$ cat src/pkg/tmr2_regs.svh
`ifndef TMR2_REGS_SVH
`define TMR2_REGS_SVH
// Byte addresses on the APB; TMR2_ADDR_MODE is the document's C9h address and is not decoded.
`define TMR2_ADDR_CONTROL    12'h000
`define TMR2_ADDR_MODE       12'h0c9
`define TMR2_ADDR_MODE_BYTE  12'h324
`define TMR2_ADDR_COUNT      12'h008
`define TMR2_ADDR_RELOAD     12'h00c
`define TMR2_ADDR_IRQ_STATUS 12'h010
`define TMR2_ADDR_IRQ_MASK   12'h014
// Control register fields.
`define TMR2_BIT_OVF       7
`define TMR2_BIT_EXF       6
`define TMR2_BIT_RXSEL     5
`define TMR2_BIT_TXSEL     4
`define TMR2_BIT_TRIGEN    3
`define TMR2_BIT_RUN       2
`define TMR2_BIT_SRC       1
`define TMR2_BIT_CAPREL    0
// Mode control fields.
`define TMR2_BIT_CLKOUT    1
`define TMR2_BIT_UPDOWN    0
// Interrupt status fields.
`define TMR2_IRQ_OVF       0
`define TMR2_IRQ_EXF       1
`define TMR2_IRQ_CAPTURE   2
// Reset values.
`define TMR2_CONTROL_RESET 8'h00
`define TMR2_MODE_RESET    2'h0
`endif

$ cat src/pkg/tmr2_pkg.sv
package tmr2_pkg;
  typedef enum logic [1:0]
  {
    TMR2_ACT_NONE    = 2'b00,
    TMR2_ACT_RELOAD  = 2'b01,
    TMR2_ACT_CAPTURE = 2'b10
  } tmr2_action_t;
endpackage

$ cat src/logic/tmr2_fall_detect.sv
`timescale 1ns/1ns
// Three-stage synchroniser with falling-edge detection on the agreeing stages.
module tmr2_fall_detect
(
  // Clock and reset
  input  wire logic i_mclk,
  input  wire logic i_reset_n,
  // Pin and event
  input  wire logic i_pin,
  output logic      o_fall
);
  logic [2:0] sync_r;
  logic [2:0] sync_nxt;
  logic       level_r;
  logic       level_nxt;
  logic       fall_nxt;

  always_comb
  begin
    sync_nxt  = {sync_r[1:0], i_pin};
    level_nxt = level_r;
    fall_nxt  = 1'b0;
    if (sync_r[2] == sync_r[1])
    begin
      level_nxt = sync_r[2];
      fall_nxt  = level_r & ~sync_r[2];
    end
  end

  // The pins idle high, so the filtered level starts high to avoid a false edge.
  always_ff @(posedge i_mclk or negedge i_reset_n)
  begin
    if (!i_reset_n)
    begin
      sync_r  <= 3'h7;
      level_r <= 1'b1;
      o_fall  <= 1'b0;
    end
    else
    begin
      sync_r  <= sync_nxt;
      level_r <= level_nxt;
      o_fall  <= fall_nxt;
    end
  end
endmodule

$ cat src/logic/tmr2_timer.sv
`timescale 1ns/1ns
`include "tmr2_regs.svh"
// Function
// Overflow flag sets on rollover only when neither baud select is set.
// External-event flag sets when a trigger edge causes capture or reload.
// Event flag raises timer interrupt unless up/down counting is enabled.
// Receive baud select routes this timer's overflow to serial receive clock.
// Transmit baud select routes this timer's overflow to serial transmit clock.
// Trigger enable gates trigger-pin edges; ignored while clocking the serial port.
// Run control starts and stops counting.
// Count source selects internal clock or falling edges on the count pin.
// Any baud select forces auto-reload and ignores capture/reload select.
// Capture/reload select picks reload or capture on trigger edges.
// Control register resets to zero and supports single-bit writes.
// Mode register at C9h holds clock-out enable and up/down enable; here it is decoded at byte address 324h, not C9h.
// Software writes no ones into reserved bits; they read as zero here.
// Sixteen-bit counter with sixteen-bit capture/reload register.
// Pin falling edges found by comparing successive core-clock samples.
module tmr2_timer
  import tmr2_pkg::*;
#(
  parameter int unsigned WIDTH = 16
)
(
  // Clock and reset
  input  wire logic        i_mclk,
  input  wire logic        i_reset_n,
  // APB slave
  input  wire logic        i_psel,
  input  wire logic        i_penable,
  input  wire logic        i_pwrite,
  input  wire logic [11:0] i_paddr,
  input  wire logic [31:0] i_pwdata,
  input  wire logic [3:0]  i_pstrb,
  output logic [31:0]      o_prdata,
  output logic             o_pready,
  output logic             o_pslverr,
  // Pins
  input  wire logic        i_count_pin,
  input  wire logic        i_trigger_pin,
  output logic             o_count_pin_out,
  output logic             o_count_pin_oe,
  // Serial port baud clocks
  input  wire logic        i_timer1_overflow,
  output logic             o_rx_baud_tick,
  output logic             o_tx_baud_tick,
  // Interrupts
  output logic             o_timer_irq,
  output logic             o_irq
);
  logic [7:0]       ctrl_r;
  logic [7:0]       ctrl_nxt;
  logic [1:0]       mode_r;
  logic [1:0]       mode_nxt;
  logic [WIDTH-1:0] count_r;
  logic [WIDTH-1:0] count_nxt;
  logic [WIDTH-1:0] reload_r;
  logic [WIDTH-1:0] reload_nxt;
  logic [2:0]       irq_stat_r;
  logic [2:0]       irq_stat_nxt;
  logic [2:0]       irq_mask_r;
  logic [2:0]       irq_mask_nxt;
  logic [31:0]      prdata_nxt;
  logic             ovf_tick_r;
  logic             ovf_tick_nxt;
  logic             clkout_r;
  logic             clkout_nxt;
  logic [2:0]       dir_sync_r;
  logic [2:0]       dir_sync_nxt;
  logic             count_fall;
  logic             trig_fall;
  logic             trigger_pin_level;
  logic             wr_en;
  logic             rd_en;
  logic             baud_mode;
  logic             tick;
  logic             overflow;
  logic             underflow;
  logic             trig_act;
  logic             count_down;
  tmr2_action_t     act;

  tmr2_fall_detect u_count_edge
  (
    .i_mclk    (i_mclk),
    .i_reset_n (i_reset_n),
    .i_pin     (i_count_pin),
    .o_fall    (count_fall)
  );

  tmr2_fall_detect u_trig_edge
  (
    .i_mclk    (i_mclk),
    .i_reset_n (i_reset_n),
    .i_pin     (i_trigger_pin),
    .o_fall    (trig_fall)
  );

  // Zero wait states: every access completes in its first access cycle.
  assign o_pready  = 1'b1;
  assign wr_en     = i_psel & i_penable & i_pwrite;
  assign rd_en     = i_psel & i_penable & ~i_pwrite;
  assign baud_mode = ctrl_r[`TMR2_BIT_RXSEL] | ctrl_r[`TMR2_BIT_TXSEL];

  // The up/down direction comes from the trigger pin level in up/down mode.
  // The pin is asynchronous, so its level is taken only after three flip-flops.
  assign trigger_pin_level = dir_sync_r[2];

  always_comb
  begin
    o_pslverr = 1'b0;
    if (i_psel && i_penable)
    begin
      case (i_paddr)
        `TMR2_ADDR_CONTROL, `TMR2_ADDR_MODE_BYTE, `TMR2_ADDR_COUNT,
        `TMR2_ADDR_RELOAD, `TMR2_ADDR_IRQ_STATUS, `TMR2_ADDR_IRQ_MASK:
          o_pslverr = 1'b0;
        default:
          o_pslverr = 1'b1;
      endcase
    end
  end

  always_comb
  begin
    tick       = 1'b0;
    overflow   = 1'b0;
    underflow  = 1'b0;
    trig_act   = 1'b0;
    act        = TMR2_ACT_NONE;
    count_down = mode_r[`TMR2_BIT_UPDOWN] & ~baud_mode & ~ctrl_r[`TMR2_BIT_CAPREL];
    count_nxt  = count_r;
    reload_nxt = reload_r;
    if (ctrl_r[`TMR2_BIT_RUN])
    begin
      tick = ctrl_r[`TMR2_BIT_SRC] ? count_fall : 1'b1;
    end
    if (tick)
    begin
      if (count_down && !trigger_pin_level)
      begin
        underflow = (count_r == reload_r);
        count_nxt = underflow ? {WIDTH{1'b1}} : count_r - 1'b1;
      end
      else
      begin
        overflow  = &count_r;
        count_nxt = count_r + 1'b1;
      end
    end
    // Trigger edges act only when enabled, not clocking the serial port and not in up/down mode.
    if (ctrl_r[`TMR2_BIT_TRIGEN] && trig_fall && !baud_mode && !mode_r[`TMR2_BIT_UPDOWN])
    begin
      trig_act = 1'b1;
      act = ctrl_r[`TMR2_BIT_CAPREL] ? TMR2_ACT_CAPTURE : TMR2_ACT_RELOAD;
    end
    if (overflow && (baud_mode || !ctrl_r[`TMR2_BIT_CAPREL]))
    begin
      act = TMR2_ACT_RELOAD;
    end
    case (act)
      TMR2_ACT_RELOAD:
        count_nxt = reload_r;
      TMR2_ACT_CAPTURE:
        reload_nxt = count_r;
      default:
        count_nxt = count_nxt;
    endcase
    if (wr_en && i_pstrb[0] && i_paddr == `TMR2_ADDR_COUNT)
    begin
      count_nxt = i_pwdata[WIDTH-1:0];
    end
    if (wr_en && i_pstrb[0] && i_paddr == `TMR2_ADDR_RELOAD)
    begin
      reload_nxt = i_pwdata[WIDTH-1:0];
    end
  end

  always_comb
  begin
    ctrl_nxt     = ctrl_r;
    mode_nxt     = mode_r;
    irq_mask_nxt = irq_mask_r;
    irq_stat_nxt = irq_stat_r;
    // A byte write with one changed bit serves as the single-bit write.
    if (wr_en && i_pstrb[0] && i_paddr == `TMR2_ADDR_CONTROL)
    begin
      ctrl_nxt = i_pwdata[7:0];
    end
    if (wr_en && i_pstrb[0] && i_paddr == `TMR2_ADDR_MODE_BYTE)
    begin
      mode_nxt = i_pwdata[1:0];
    end
    if (wr_en && i_pstrb[0] && i_paddr == `TMR2_ADDR_IRQ_MASK)
    begin
      irq_mask_nxt = i_pwdata[2:0];
    end
    if (rd_en && i_paddr == `TMR2_ADDR_IRQ_STATUS)
    begin
      irq_stat_nxt = 3'h0;
    end
    // Hardware sets are applied last so they win over a same-cycle clear.
    if ((overflow || underflow) && !baud_mode)
    begin
      ctrl_nxt[`TMR2_BIT_OVF]      = 1'b1;
      irq_stat_nxt[`TMR2_IRQ_OVF] = 1'b1;
    end
    if (trig_act)
    begin
      ctrl_nxt[`TMR2_BIT_EXF]      = 1'b1;
      irq_stat_nxt[`TMR2_IRQ_EXF] = 1'b1;
    end
    if (act == TMR2_ACT_CAPTURE)
    begin
      irq_stat_nxt[`TMR2_IRQ_CAPTURE] = 1'b1;
    end
    dir_sync_nxt = {dir_sync_r[1:0], i_trigger_pin};
    ovf_tick_nxt = overflow | underflow;
    clkout_nxt   = clkout_r;
    if (overflow && mode_r[`TMR2_BIT_CLKOUT] && !ctrl_r[`TMR2_BIT_SRC])
    begin
      clkout_nxt = ~clkout_r;
    end
  end

  always_comb
  begin
    prdata_nxt = 32'h0;
    case (i_paddr)
      `TMR2_ADDR_CONTROL:
        prdata_nxt[7:0] = ctrl_r;
      `TMR2_ADDR_MODE_BYTE:
        prdata_nxt[1:0] = mode_r;
      `TMR2_ADDR_COUNT:
        prdata_nxt[WIDTH-1:0] = count_r;
      `TMR2_ADDR_RELOAD:
        prdata_nxt[WIDTH-1:0] = reload_r;
      `TMR2_ADDR_IRQ_STATUS:
        prdata_nxt[2:0] = irq_stat_r;
      `TMR2_ADDR_IRQ_MASK:
        prdata_nxt[2:0] = irq_mask_r;
      default:
        prdata_nxt = 32'h0;
    endcase
  end

  always_ff @(posedge i_mclk or negedge i_reset_n)
  begin
    if (!i_reset_n)
    begin
      ctrl_r     <= `TMR2_CONTROL_RESET;
      mode_r     <= `TMR2_MODE_RESET;
      count_r    <= '0;
      reload_r   <= '0;
      irq_stat_r <= 3'h0;
      irq_mask_r <= 3'h0;
      ovf_tick_r <= 1'b0;
      clkout_r   <= 1'b0;
      dir_sync_r <= 3'h7;
    end
    else
    begin
      ctrl_r     <= ctrl_nxt;
      mode_r     <= mode_nxt;
      count_r    <= count_nxt;
      reload_r   <= reload_nxt;
      irq_stat_r <= irq_stat_nxt;
      irq_mask_r <= irq_mask_nxt;
      ovf_tick_r <= ovf_tick_nxt;
      clkout_r   <= clkout_nxt;
      dir_sync_r <= dir_sync_nxt;
    end
  end

  // Read data is combinational from registers so a zero-wait access returns it.
  assign o_prdata = prdata_nxt;

  assign o_rx_baud_tick = ctrl_r[`TMR2_BIT_RXSEL] ? ovf_tick_r : i_timer1_overflow;
  assign o_tx_baud_tick = ctrl_r[`TMR2_BIT_TXSEL] ? ovf_tick_r : i_timer1_overflow;

  assign o_count_pin_out = clkout_r;
  assign o_count_pin_oe  = mode_r[`TMR2_BIT_CLKOUT];

  assign o_timer_irq = ctrl_r[`TMR2_BIT_OVF] | (ctrl_r[`TMR2_BIT_EXF] & ~mode_r[`TMR2_BIT_UPDOWN]);
  assign o_irq       = |(irq_stat_r & irq_mask_r);
endmodule

$ cat config.mk
export PLATFORM = sky130hd
export DESIGN_NAME = tmr2_timer
export DESIGN_NICKNAME = d
export VERILOG_FILES = /design/src/pkg/tmr2_pkg.sv /design/src/logic/tmr2_fall_detect.sv /design/src/logic/tmr2_timer.sv
export VERILOG_INCLUDE_DIRS = /design/src /design/src/pkg
export SDC_FILE = /design/constraint.sdc
export NUM_CORES = 1
export LEC_CHECK = 0
export BUFFER_PORTS_ARGS = -buffer_cell sky130_fd_sc_hd__buf_2
export CAP_MARGIN = 40
export CORE_ASPECT_RATIO = 1.5
export CORE_UTILIZATION = 25
export CTS_CLUSTER_SIZE = 12
export DETAILED_ROUTE_END_ITERATION = 10
export GPL_ROUTABILITY_DRIVEN = 0
export MAX_ROUTING_LAYER = met4
export PLACE_DENSITY = 0.51
export SYNTH_ARGS = -nofsm -noshare
export SYNTH_HDL_FRONTEND = slang
export SYNTH_SLANG_ARGS = --single-unit
$ cat constraint.sdc
create_clock -name i_mclk -period 4.2 [get_ports i_mclk]
set_clock_uncertainty 0.1 [all_clocks]
set_input_delay 0.42 -clock i_mclk [delete_from_list [all_inputs] [get_ports i_mclk]]
set_output_delay 0.42 -clock i_mclk [all_outputs]
set_load 0.01 [all_outputs]
=== Yosys cells after proc, flatten, opt, wreduce, memory -nomap -nowiden ===
Cells that the tools add are included.

* Bits in registers: 63
* Input bits: 56

* $add $sub $neg: 2
* Eq/ne operators: 10
* Mux-type cells: 34
* Bitwise logic cells: 19
* Reduce and logical (&&, ||, !) cells: 34

{| class="wikitable"
|+ Operator list
! kind !! count
|-
| 16-bit two-way mux || 7
|-
| 12-bit by 4-bit == test with 1-bit output (second input constant) || 2
|-
| 12-bit by 5-bit == test with 1-bit output (second input constant) || 2
|-
| 1-bit two-way mux || 18
|-
| 16-bit by 1-bit adder with 16-bit output (second input constant) || 1
|-
| 16-bit == test || 1
|-
| 1-bit logical AND || 16
|-
| 8-bit one-hot mux with 2 select lines || 1
|-
| 16-bit AND reduction || 1
|-
| 16-bit by 1-bit subtractor with 16-bit output (second input constant) || 1
|-
| 5-bit one-hot mux with 3 select lines || 1
|-
| 12-bit by 10-bit == test with 1-bit output (second input constant) || 1
|-
| 12-bit zero test || 1
|-
| 2-bit one-hot mux with 6 select lines || 1
|-
| 2-bit nonzero test || 6
|-
| 1-bit bitwise AND || 8
|-
| 8-bit two-way mux || 1
|-
| 1-bit inverter || 7
|-
| 2-bit two-way mux || 3
|-
| 6-bit OR reduction || 1
|-
| 1-bit zero test || 5
|-
| 1-bit one-hot mux with 5 select lines || 1
|-
| 3-bit bitwise AND || 1
|-
| 3-bit two-way mux || 1
|-
| 7 further kinds || 11
|}

=== Depth between registers and ports, before layout ===
Gate-level depths: netlist of the first run.

* Depth after elaboration: 12
* Mapped depth: 9

=== Cells and area by module ===
Synthesis of the first run repeated with hierarchy kept, for this count alone.

* Cell total of the unflattened synthesis: 494
* Area total of the unflattened synthesis: 4275.4 um^2

{| class="wikitable"
|+ Modules (own cells, without submodules)
! module !! instances !! cells each !! area each (um^2)
|-
| tmr2_timer || 1 || 480 || 3977.6
|-
| tmr2_fall_detect || 2 || 7 || 148.9
|}

=== Worst setup path after synthesis of the first run ===
No wires, ideal clock.

* Path kind: in2out
* Start: input i_paddr[7]
* End: output o_prdata[0]
* Arrival time: 1.773 ns
* Required time: 3.680 ns
* Setup slack: 1.907 ns
* Stages on the path: 6
* Cell sequence: nor4_4 > nor4b_4 > nand2_1 > nor2_1 > a222oi_1 > o211ai_1

* Word-level cells in the longest chain between the ends: 2

{| class="wikitable"
|+ RTL lines
! item !! line !! RTL
|-
| from (decl) || tmr2_timer.sv:32 || <nowiki>input wire logic [11:0] i_paddr,</nowiki>
|-
| 12-bit by 5-bit == test with 1-bit output (tied with other cells) || tmr2_timer.sv:229 || <nowiki>case (i_paddr)</nowiki>
|-
| 2-bit one-hot mux with 6 select lines * || tmr2_timer.sv:229 ||
|-
| to (decl) || tmr2_timer.sv:35 || <nowiki>output logic [31:0] o_prdata,</nowiki>
|}

Mark *: on every way between the ends. The rest lies on a longest branch, timed or not.

=== Worst setup path after layout of the first run ===
* Start: input i_paddr[2]
* End: output o_prdata[0]

The elaborated chain is that of the path after synthesis.

==> results of run 1 <==
## through the flow
stage	utilization, %	std cells	power, mW	hold WS (ns)
floorplan	-	497	0.646	0.0244
global placement	27.7	722	0.683	0.246
detailed placement	27.8	723	0.685	0.249
CTS	29.5	739	1.40	0.0411
global route	29.5	739	1.43	0.0635
finish	29.5	739	1.38	0.00251
## state kept, by name, indices dropped and copies added (netlist names), 2 cells and up
register	flops
count_r	16
reload_r	16
ctrl_r	8
irq_mask_r	3
irq_stat_r	3
u_count_edge.sync_r	3
mode_r	2
u_trig_edge.sync_r	2
## where the power goes
group          switching [mW]  total, mW  internal [mW]
Clock                   0.300      0.707          0.407
Sequential            0.00712      0.596          0.589
Combinational          0.0501     0.0772         0.0271
Total                   0.357       1.38           1.02
## cells by family (layout without fill, tap and decap cells)
logic type / count (synthesis) / in the layout / synth area share, %
and+or+nand+nor: 183 / 183 / 23.5
AOI/OAI and AO/OA: 112 / 112 / 18.1
DFF: 60 / 60 / 35.4
buffers and inverters: 58 / 90 / 7.33
muxes: 42 / 42 / 10.2
xor gates and xnor gates: 21 / 21 / 4.31
adders and majority gates: 4 / 4 / 1.06
other: 2 / 17 / 0.176
## layout make-up
class	instances	area, um2
Fill cell	1769	11800
Clock buffer	9	225
Timing Repair Buffer	65	348
Multi-Input combinational cell	379	2500
Tap cell	210	263
Clock inverter	7	56.3
Sequential cell	60	1510
Inverter	9	33.8
## metal layers
| metal | routed length, um | vias to the layer above | share of wire (%) |
|---|---|---|---|
| li1 | - | 1832 | - |
| met1 | 5540 | 1892 | 40 |
| met2 | 7020 | 154 | 51 |
| met3 | 745 | 34 | 5.4 |
| met4 | 527 | 0 | 3.8 |
| met5 | 0 | - | 0 |
## placed cells by master, fill, tap and decap left out, drive strengths merged, types with 2 or more instances in the layout
cell type  instances
clkbuf             9
mux2              11
maj3               2
o22ai              5
nand2             60
xor2              20
nand4b             3
o31ai              6
ha                 2
nor4b              3
nand3             12
mux2i             31
o21ai             38
nor3              14
and3               5
or2                2
a22oi              2
dfrtp             52
nor2              41
and4               5
inv               13
a32oi              3
o311ai             3
a222oi             6
nand4              8
nor3b              4
a21oi             15
nand2b             2
a211oi             8
nor4              11
a31oi              7
o211ai             3
clkinv             2
conb              17
or3                3
o22a               4
and2               6
dfstp              8
buf               65
## final timing paths
| check | to |
|---|---|
| max in group asynchronous | u_trig_edge.sync_r[1]$_DFF_PN1_ |
| min in group i_mclk | u_count_edge.sync_r[0]$_DFF_PN1_ |
| setup reg to reg | ctrl_r[7]$_DFFE_PN0P_ |
| hold reg to reg | u_count_edge.sync_r[1]$_DFF_PN1_ |
| hold / removal | reload_r[12]$_DFFE_PN0P_ |
| setup / recovery | o_prdata[0] |
==> run summary, run 1 <==
largest net degree at the start of global routing -> 37
Iteration-0 DRC Markers -> 250
Initial Util -> 25.5%
vias in the first global route -> 3927
power density cells -> 279 nW/um2
clock latency on the worst-skew pair -> 0.34 ns
Net count, final -> 582
total gr overflow -> 0
H-tree Lvls -> 3
Max Buffers Root-to-Sink -> 2
Critical R2R Launch -> count_r[3]$_DFFE_PN0P_
RSZ-0062 raised after global routing -> no
critical path's most frequent cell -> buf_2
relative slew slack -> 40.1%
min Tclk post-route -> 3.05 ns
post-cts sizing count -> 0
Top Family by Delay on Critical Path -> simple AND/OR/NAND/NOR gates
synthesis-stage register bit count -> 60
CP peak stage delay -> 0.58 ns
critical path type -> in2out
Critical Path Start -> i_paddr[2]
die area -> 17600 um2
period utilisation layout -> 72.7%
vias -> 3912
GR Layer Usage met3 -> 3.01%
CORE AREA -> 16800 um2
final wirelength -> 13800 um
Synth-to-Final Area Change -> 15.7%
highest fanout seen on the critical path -> 19
register area share after synthesis -> 35.4%
dpl ws -> 1.08 ns
mean post-synth cell area -> 8.85 um2
drt wl/cell -> 18.7 um
status -> completed
Netlist Area Pre-Place -> 4270 um2
Async S/R FF share, synth -> 100%
clock-pin slew on the worst setup and hold paths -> 0.06 ns
crit end category -> output pin
die extent in x -> 109 um
clock sink total -> 60
DR pass1 iterations -> 5
setup tns final -> 0 ns
layout cell share with drive strength beyond 1 -> 22.9%
PortBufs -> 59
Main synth FF type -> dfrtp_1
drt via density -> 5.29
Min-Delay Path Class -> in2async
CTS buffer count -> 9
hold_buf cts -> 0
number of max-cap violations -> 0
initial antenna violation count -> 0
Area contributors post-synth -> dfrtp_1 (30%), mux2i_1 (7.3%), nand2_1 (5.3%)
detailed-route DRC error count -> 0
Crit path depth -> 7
Netlist cell types -> 71
Die Y -> 162 um
post-route cell area -> 4940 um2
Top Usage Layer GRT -> met2
reg2reg setup slack -> 1.35 ns
CTS tree -> done
top-count cell post-synth -> nand2_1
Top Ports -> 96
area share of the largest cell type after synthesis -> 30.5%
FP Rows -> 58
Post-Synthesis Cells -> 482
Post-Place Cell Area -> 4660 um2
Peak VDD IR -> 0.000189 V
crit path buf inv count -> 2
Worst Tran Pin Value -> 0.895 ns
LEAKAGE -> 2.01 nW
hpwl dp -> 10400 um
met1 Usage GRT -> 19.5%
Fin. Hold Viols -> 0
reg2reg path depth -> 7
Setup Fix Bufs, Post-CTS -> 0
met2 Use GR -> 28.1%
antenna cells -> 0
count of final max-slew check failures -> 0
top cells by count, synth -> nand2_1 (60), dfrtp_1 (52), nor2_1 (39), o21ai_0 (34), mux2i_1 (31)
EDFF count, synth -> 0
first-pass GRT wire length -> 21900 um
Final WS setup -> 1.15 ns
clk root buf -> clkbuf_16
Total Routing Usage GR -> 17.0%
largest area contributor in the netlist -> dfrtp_1
post-route ant nets -> 0
CP max stage cell -> nor2_1
WP data arrival -> 2.53 ns
Synth warnings -> 0
Peak Freq -> 328 MHz
Critical Path Start Type -> primary input
# setup viols final -> 0
CP cell instances -> buf_2, nor4_2, nand2_1, nor2_1, a222oi_1, o211ai_1, buf_2
CP Data Required Time -> 3.68 ns
Note: power is estimated with default switching activity, not from simulation.
==> inputs of run 2 (changes only) <==
--- a/config.mk
+++ b/config.mk
@@ -6,6 +6,7 @@
 export SDC_FILE = /design/constraint.sdc
 export NUM_CORES = 1
 export LEC_CHECK = 0
+export ABC_AREA = 1
 export BUFFER_PORTS_ARGS = -buffer_cell sky130_fd_sc_hd__buf_2
 export CAP_MARGIN = 40
 export CORE_ASPECT_RATIO = 1.5
==> constraint.sdc (replaced) <==
create_clock -name i_mclk -period 3.1 [get_ports i_mclk]
set_clock_uncertainty 0.1 [all_clocks]
set_input_delay 0.31 -clock i_mclk [delete_from_list [all_inputs] [get_ports i_mclk]]
set_output_delay 0.31 -clock i_mclk [all_outputs]
set_load 0.01 [all_outputs]
==> run 2 against run 1 <==
  * Die area up 9.8%
  * Register-to-register slack worse by 0.60 ns
  * Synthesized area up 10%
  * Utilization down 0.094 points
  * Worst setup slack worse by 0.47 ns
  * Clock power up 39%
  * Sequential share of layout area down 2.7 points
  * Final cell count up 37%
  * Combinational power up 58%
==> run summary, run 2 <==
WP data arrival -> 2.01 ns
Initial Util -> 25.4%
clk root buf -> clkbuf_16
crit end category -> output pin
Final WS setup -> 0.680 ns
commonest non-fill, non-tap cells in the layout -> nand2_1 (218), inv_1 (82), nor2_1 (69)
Critical R2R Launch -> count_r[1]$_DFFE_PN0P_
Net count, final -> 814
hpwl dp -> 11700 um
Peak Freq -> 413 MHz
vias in the first global route -> 4680
area share of the largest cell type after synthesis -> 27.7%
Min-Delay Path Class -> in2reg
EDFF count, synth -> 0
Area contributors post-synth -> dfrtp_1 (28%), nand2_1 (17%), inv_1 (6.6%)
CTS buffer count -> 9
commonest non-fill, non-tap cell in the layout -> nand2_1
Die Y -> 170 um
min Tclk post-route -> 2.42 ns
largest area contributor in the netlist -> dfrtp_1
register area share after synthesis -> 32.2%
largest net degree at the start of global routing -> 33
CP Data Required Time -> 2.69 ns
reg2reg setup slack -> 0.75 ns
critical path type -> in2out
Endpoint, Worst Hold -> reload_r[15]$_DFFE_PN0P_
clock latency on the worst-skew pair -> 0.34 ns
main combinational cell family by area after synthesis -> simple AND/OR/NAND/NOR gates
dpl ws -> 0.659 ns
total power -> 1.92 mW
filler cell count -> 2140
Fin. Hold Viols -> 0
Worst Tran Pin Value -> 0.762 ns
DR pass1 iterations -> 7
Netlist cell types -> 41
top cells by count, synth -> nand2_1 (218), inv_1 (82), nor2_1 (70), dfrtp_1 (52), o21ai_0 (52)
final wirelength -> 15400 um
Final Util -> 29.4%
PortBufs -> 59
clock-pin slew on the worst setup and hold paths -> 0.06 ns
period utilisation layout -> 78.1%
worst hold path depth -> 3
Synth-to-Final Area Change -> 15.6%
die extent in x -> 114 um
RR Endpoint -> count_r[6]$_DFFE_PN0P_
highest fanout seen on the critical path -> 10
simple-gate share of the synthesized area -> 34.5%
drt via density -> 4.61
Total Routing Usage GR -> 17.3%
detailed-route DRC error count -> 0
reg2reg path depth -> 10
Post-Synth Adder-Cell Area -> 0.960%
Post-Place Cell Area -> 5110 um2
post-route cell area -> 5420 um2
LEAKAGE -> 2.70 nW
Inst Count DP -> 994
hold slack -> 0.123 ns
drt wl/cell -> 15.2 um
Async S/R FF share, synth -> 100%
vias -> 4665
status -> completed
die area -> 19300 um2
post-cts sizing count -> 0
first-pass GRT wire length -> 24900 um
RSZ-0062 raised after global routing -> no
layout cell share with drive strength beyond 1 -> 16.6%
complex-gate fraction of the synthesized area -> 15.4%
power density cells -> 355 nW/um2
mean post-synth cell area -> 6.69 um2
CTS tree -> done
Main synth FF type -> dfrtp_1
post-synthesis mux area share -> 0%
Top Ports -> 96
CORE AREA -> 18500 um2
Critical Path Start Type -> primary input
Hold Path Origin -> i_pwdata[15]
top-count cell post-synth -> nand2_1
synthesis-stage register bit count -> 60
setup tns final -> 0 ns
number of max-cap violations -> 0
clock sink total -> 60
largest registers -> count_r: 16 flops, reload_r: 16 flops, ctrl_r: 8 flops
FP Rows -> 61
Max Buffers Root-to-Sink -> 2
# setup viols final -> 0
Synth Area in XOR/XNOR -> 2.80%
Synth warnings -> 0
H-tree Lvls -> 3
Post-Layout Cell Count -> 1013
total gr overflow -> 0
initial antenna violation count -> 0
post-route ant nets -> 0
Post-Synthesis Cells -> 701
Netlist Area Pre-Place -> 4690 um2
relative slew slack -> 49.2%
antenna cells -> 0
Peak VDD IR -> 0.000272 V
count of final max-slew check failures -> 0
Iteration-0 DRC Markers -> 226
[run 2: where the power goes]
part / internal (mW) / total, mW / switching [mW] / leakage (nW)
logic: 0.0444 / 0.122 / 0.0778 / 1.82
clock network: 0.583 / 0.986 / 0.403 / 0.135
registers: 0.801 / 0.816 / 0.0148 / 0.737
[run 2: cell type report]
cell class	count	area, um2	area share (%)
clock buffers	12	256	4.73
multi-input cells	525	2580	47.6
repair buffers	70	398	7.34
clock inverters	4	25.0	0.461
well taps	252	315	5.81
flip-flops and latches	60	1510	27.9
inverters	90	338	6.23
[run 2: worst max-delay path by stage]
stage	from	to	slack, ns	cells past startpoint
detailed placement	i_paddr[11]	reload_r[5]$_DFFE_PN0P_	0.66	10
CTS	i_paddr[11]	o_prdata[6]	0.66	10
floorplan	count_r[0]$_DFFE_PN0P_	count_r[4]$_DFFE_PN0P_	1.24	11
global placement	i_paddr[9]	o_prdata[6]	0.70	10
global route	i_paddr[11]	o_prdata[6]	0.52	10
finish	i_paddr[11]	o_prdata[6]	0.68	10
[run 2: layer usage]
metal  up-vias  global-route usage (%)  wire, um
met3        32                    1.89       448
met1      2176                    18.6      6160
li1       2328                       -         -
met2       129                    31.4      8240
met4         0                    8.07       584
met5         -                       -         0
[run 2: cell families after synthesis]
kind of cell / Yosys count
xor+xnor: 15
compound gates: 125
fa+ha+maj: 4
flops: 60
simple gates: 364
other cells: 2
buf+inv: 131
[run 2: critical path: stages]
cell	delay, ns
buf_2	0.10
nor2_1	0.13
nand2_1	0.08
nor2_2	0.18
and2_1	0.17
nand2_1	0.30
inv_2	0.35
nand2_1	0.10
o221ai_1	0.10
buf_2	0.18
[run 2: what timing repair did]
item,in CTS,in global routing
hold buffers,3,0
setup buffers,0,0
endpoints found under the hold margin,27,0
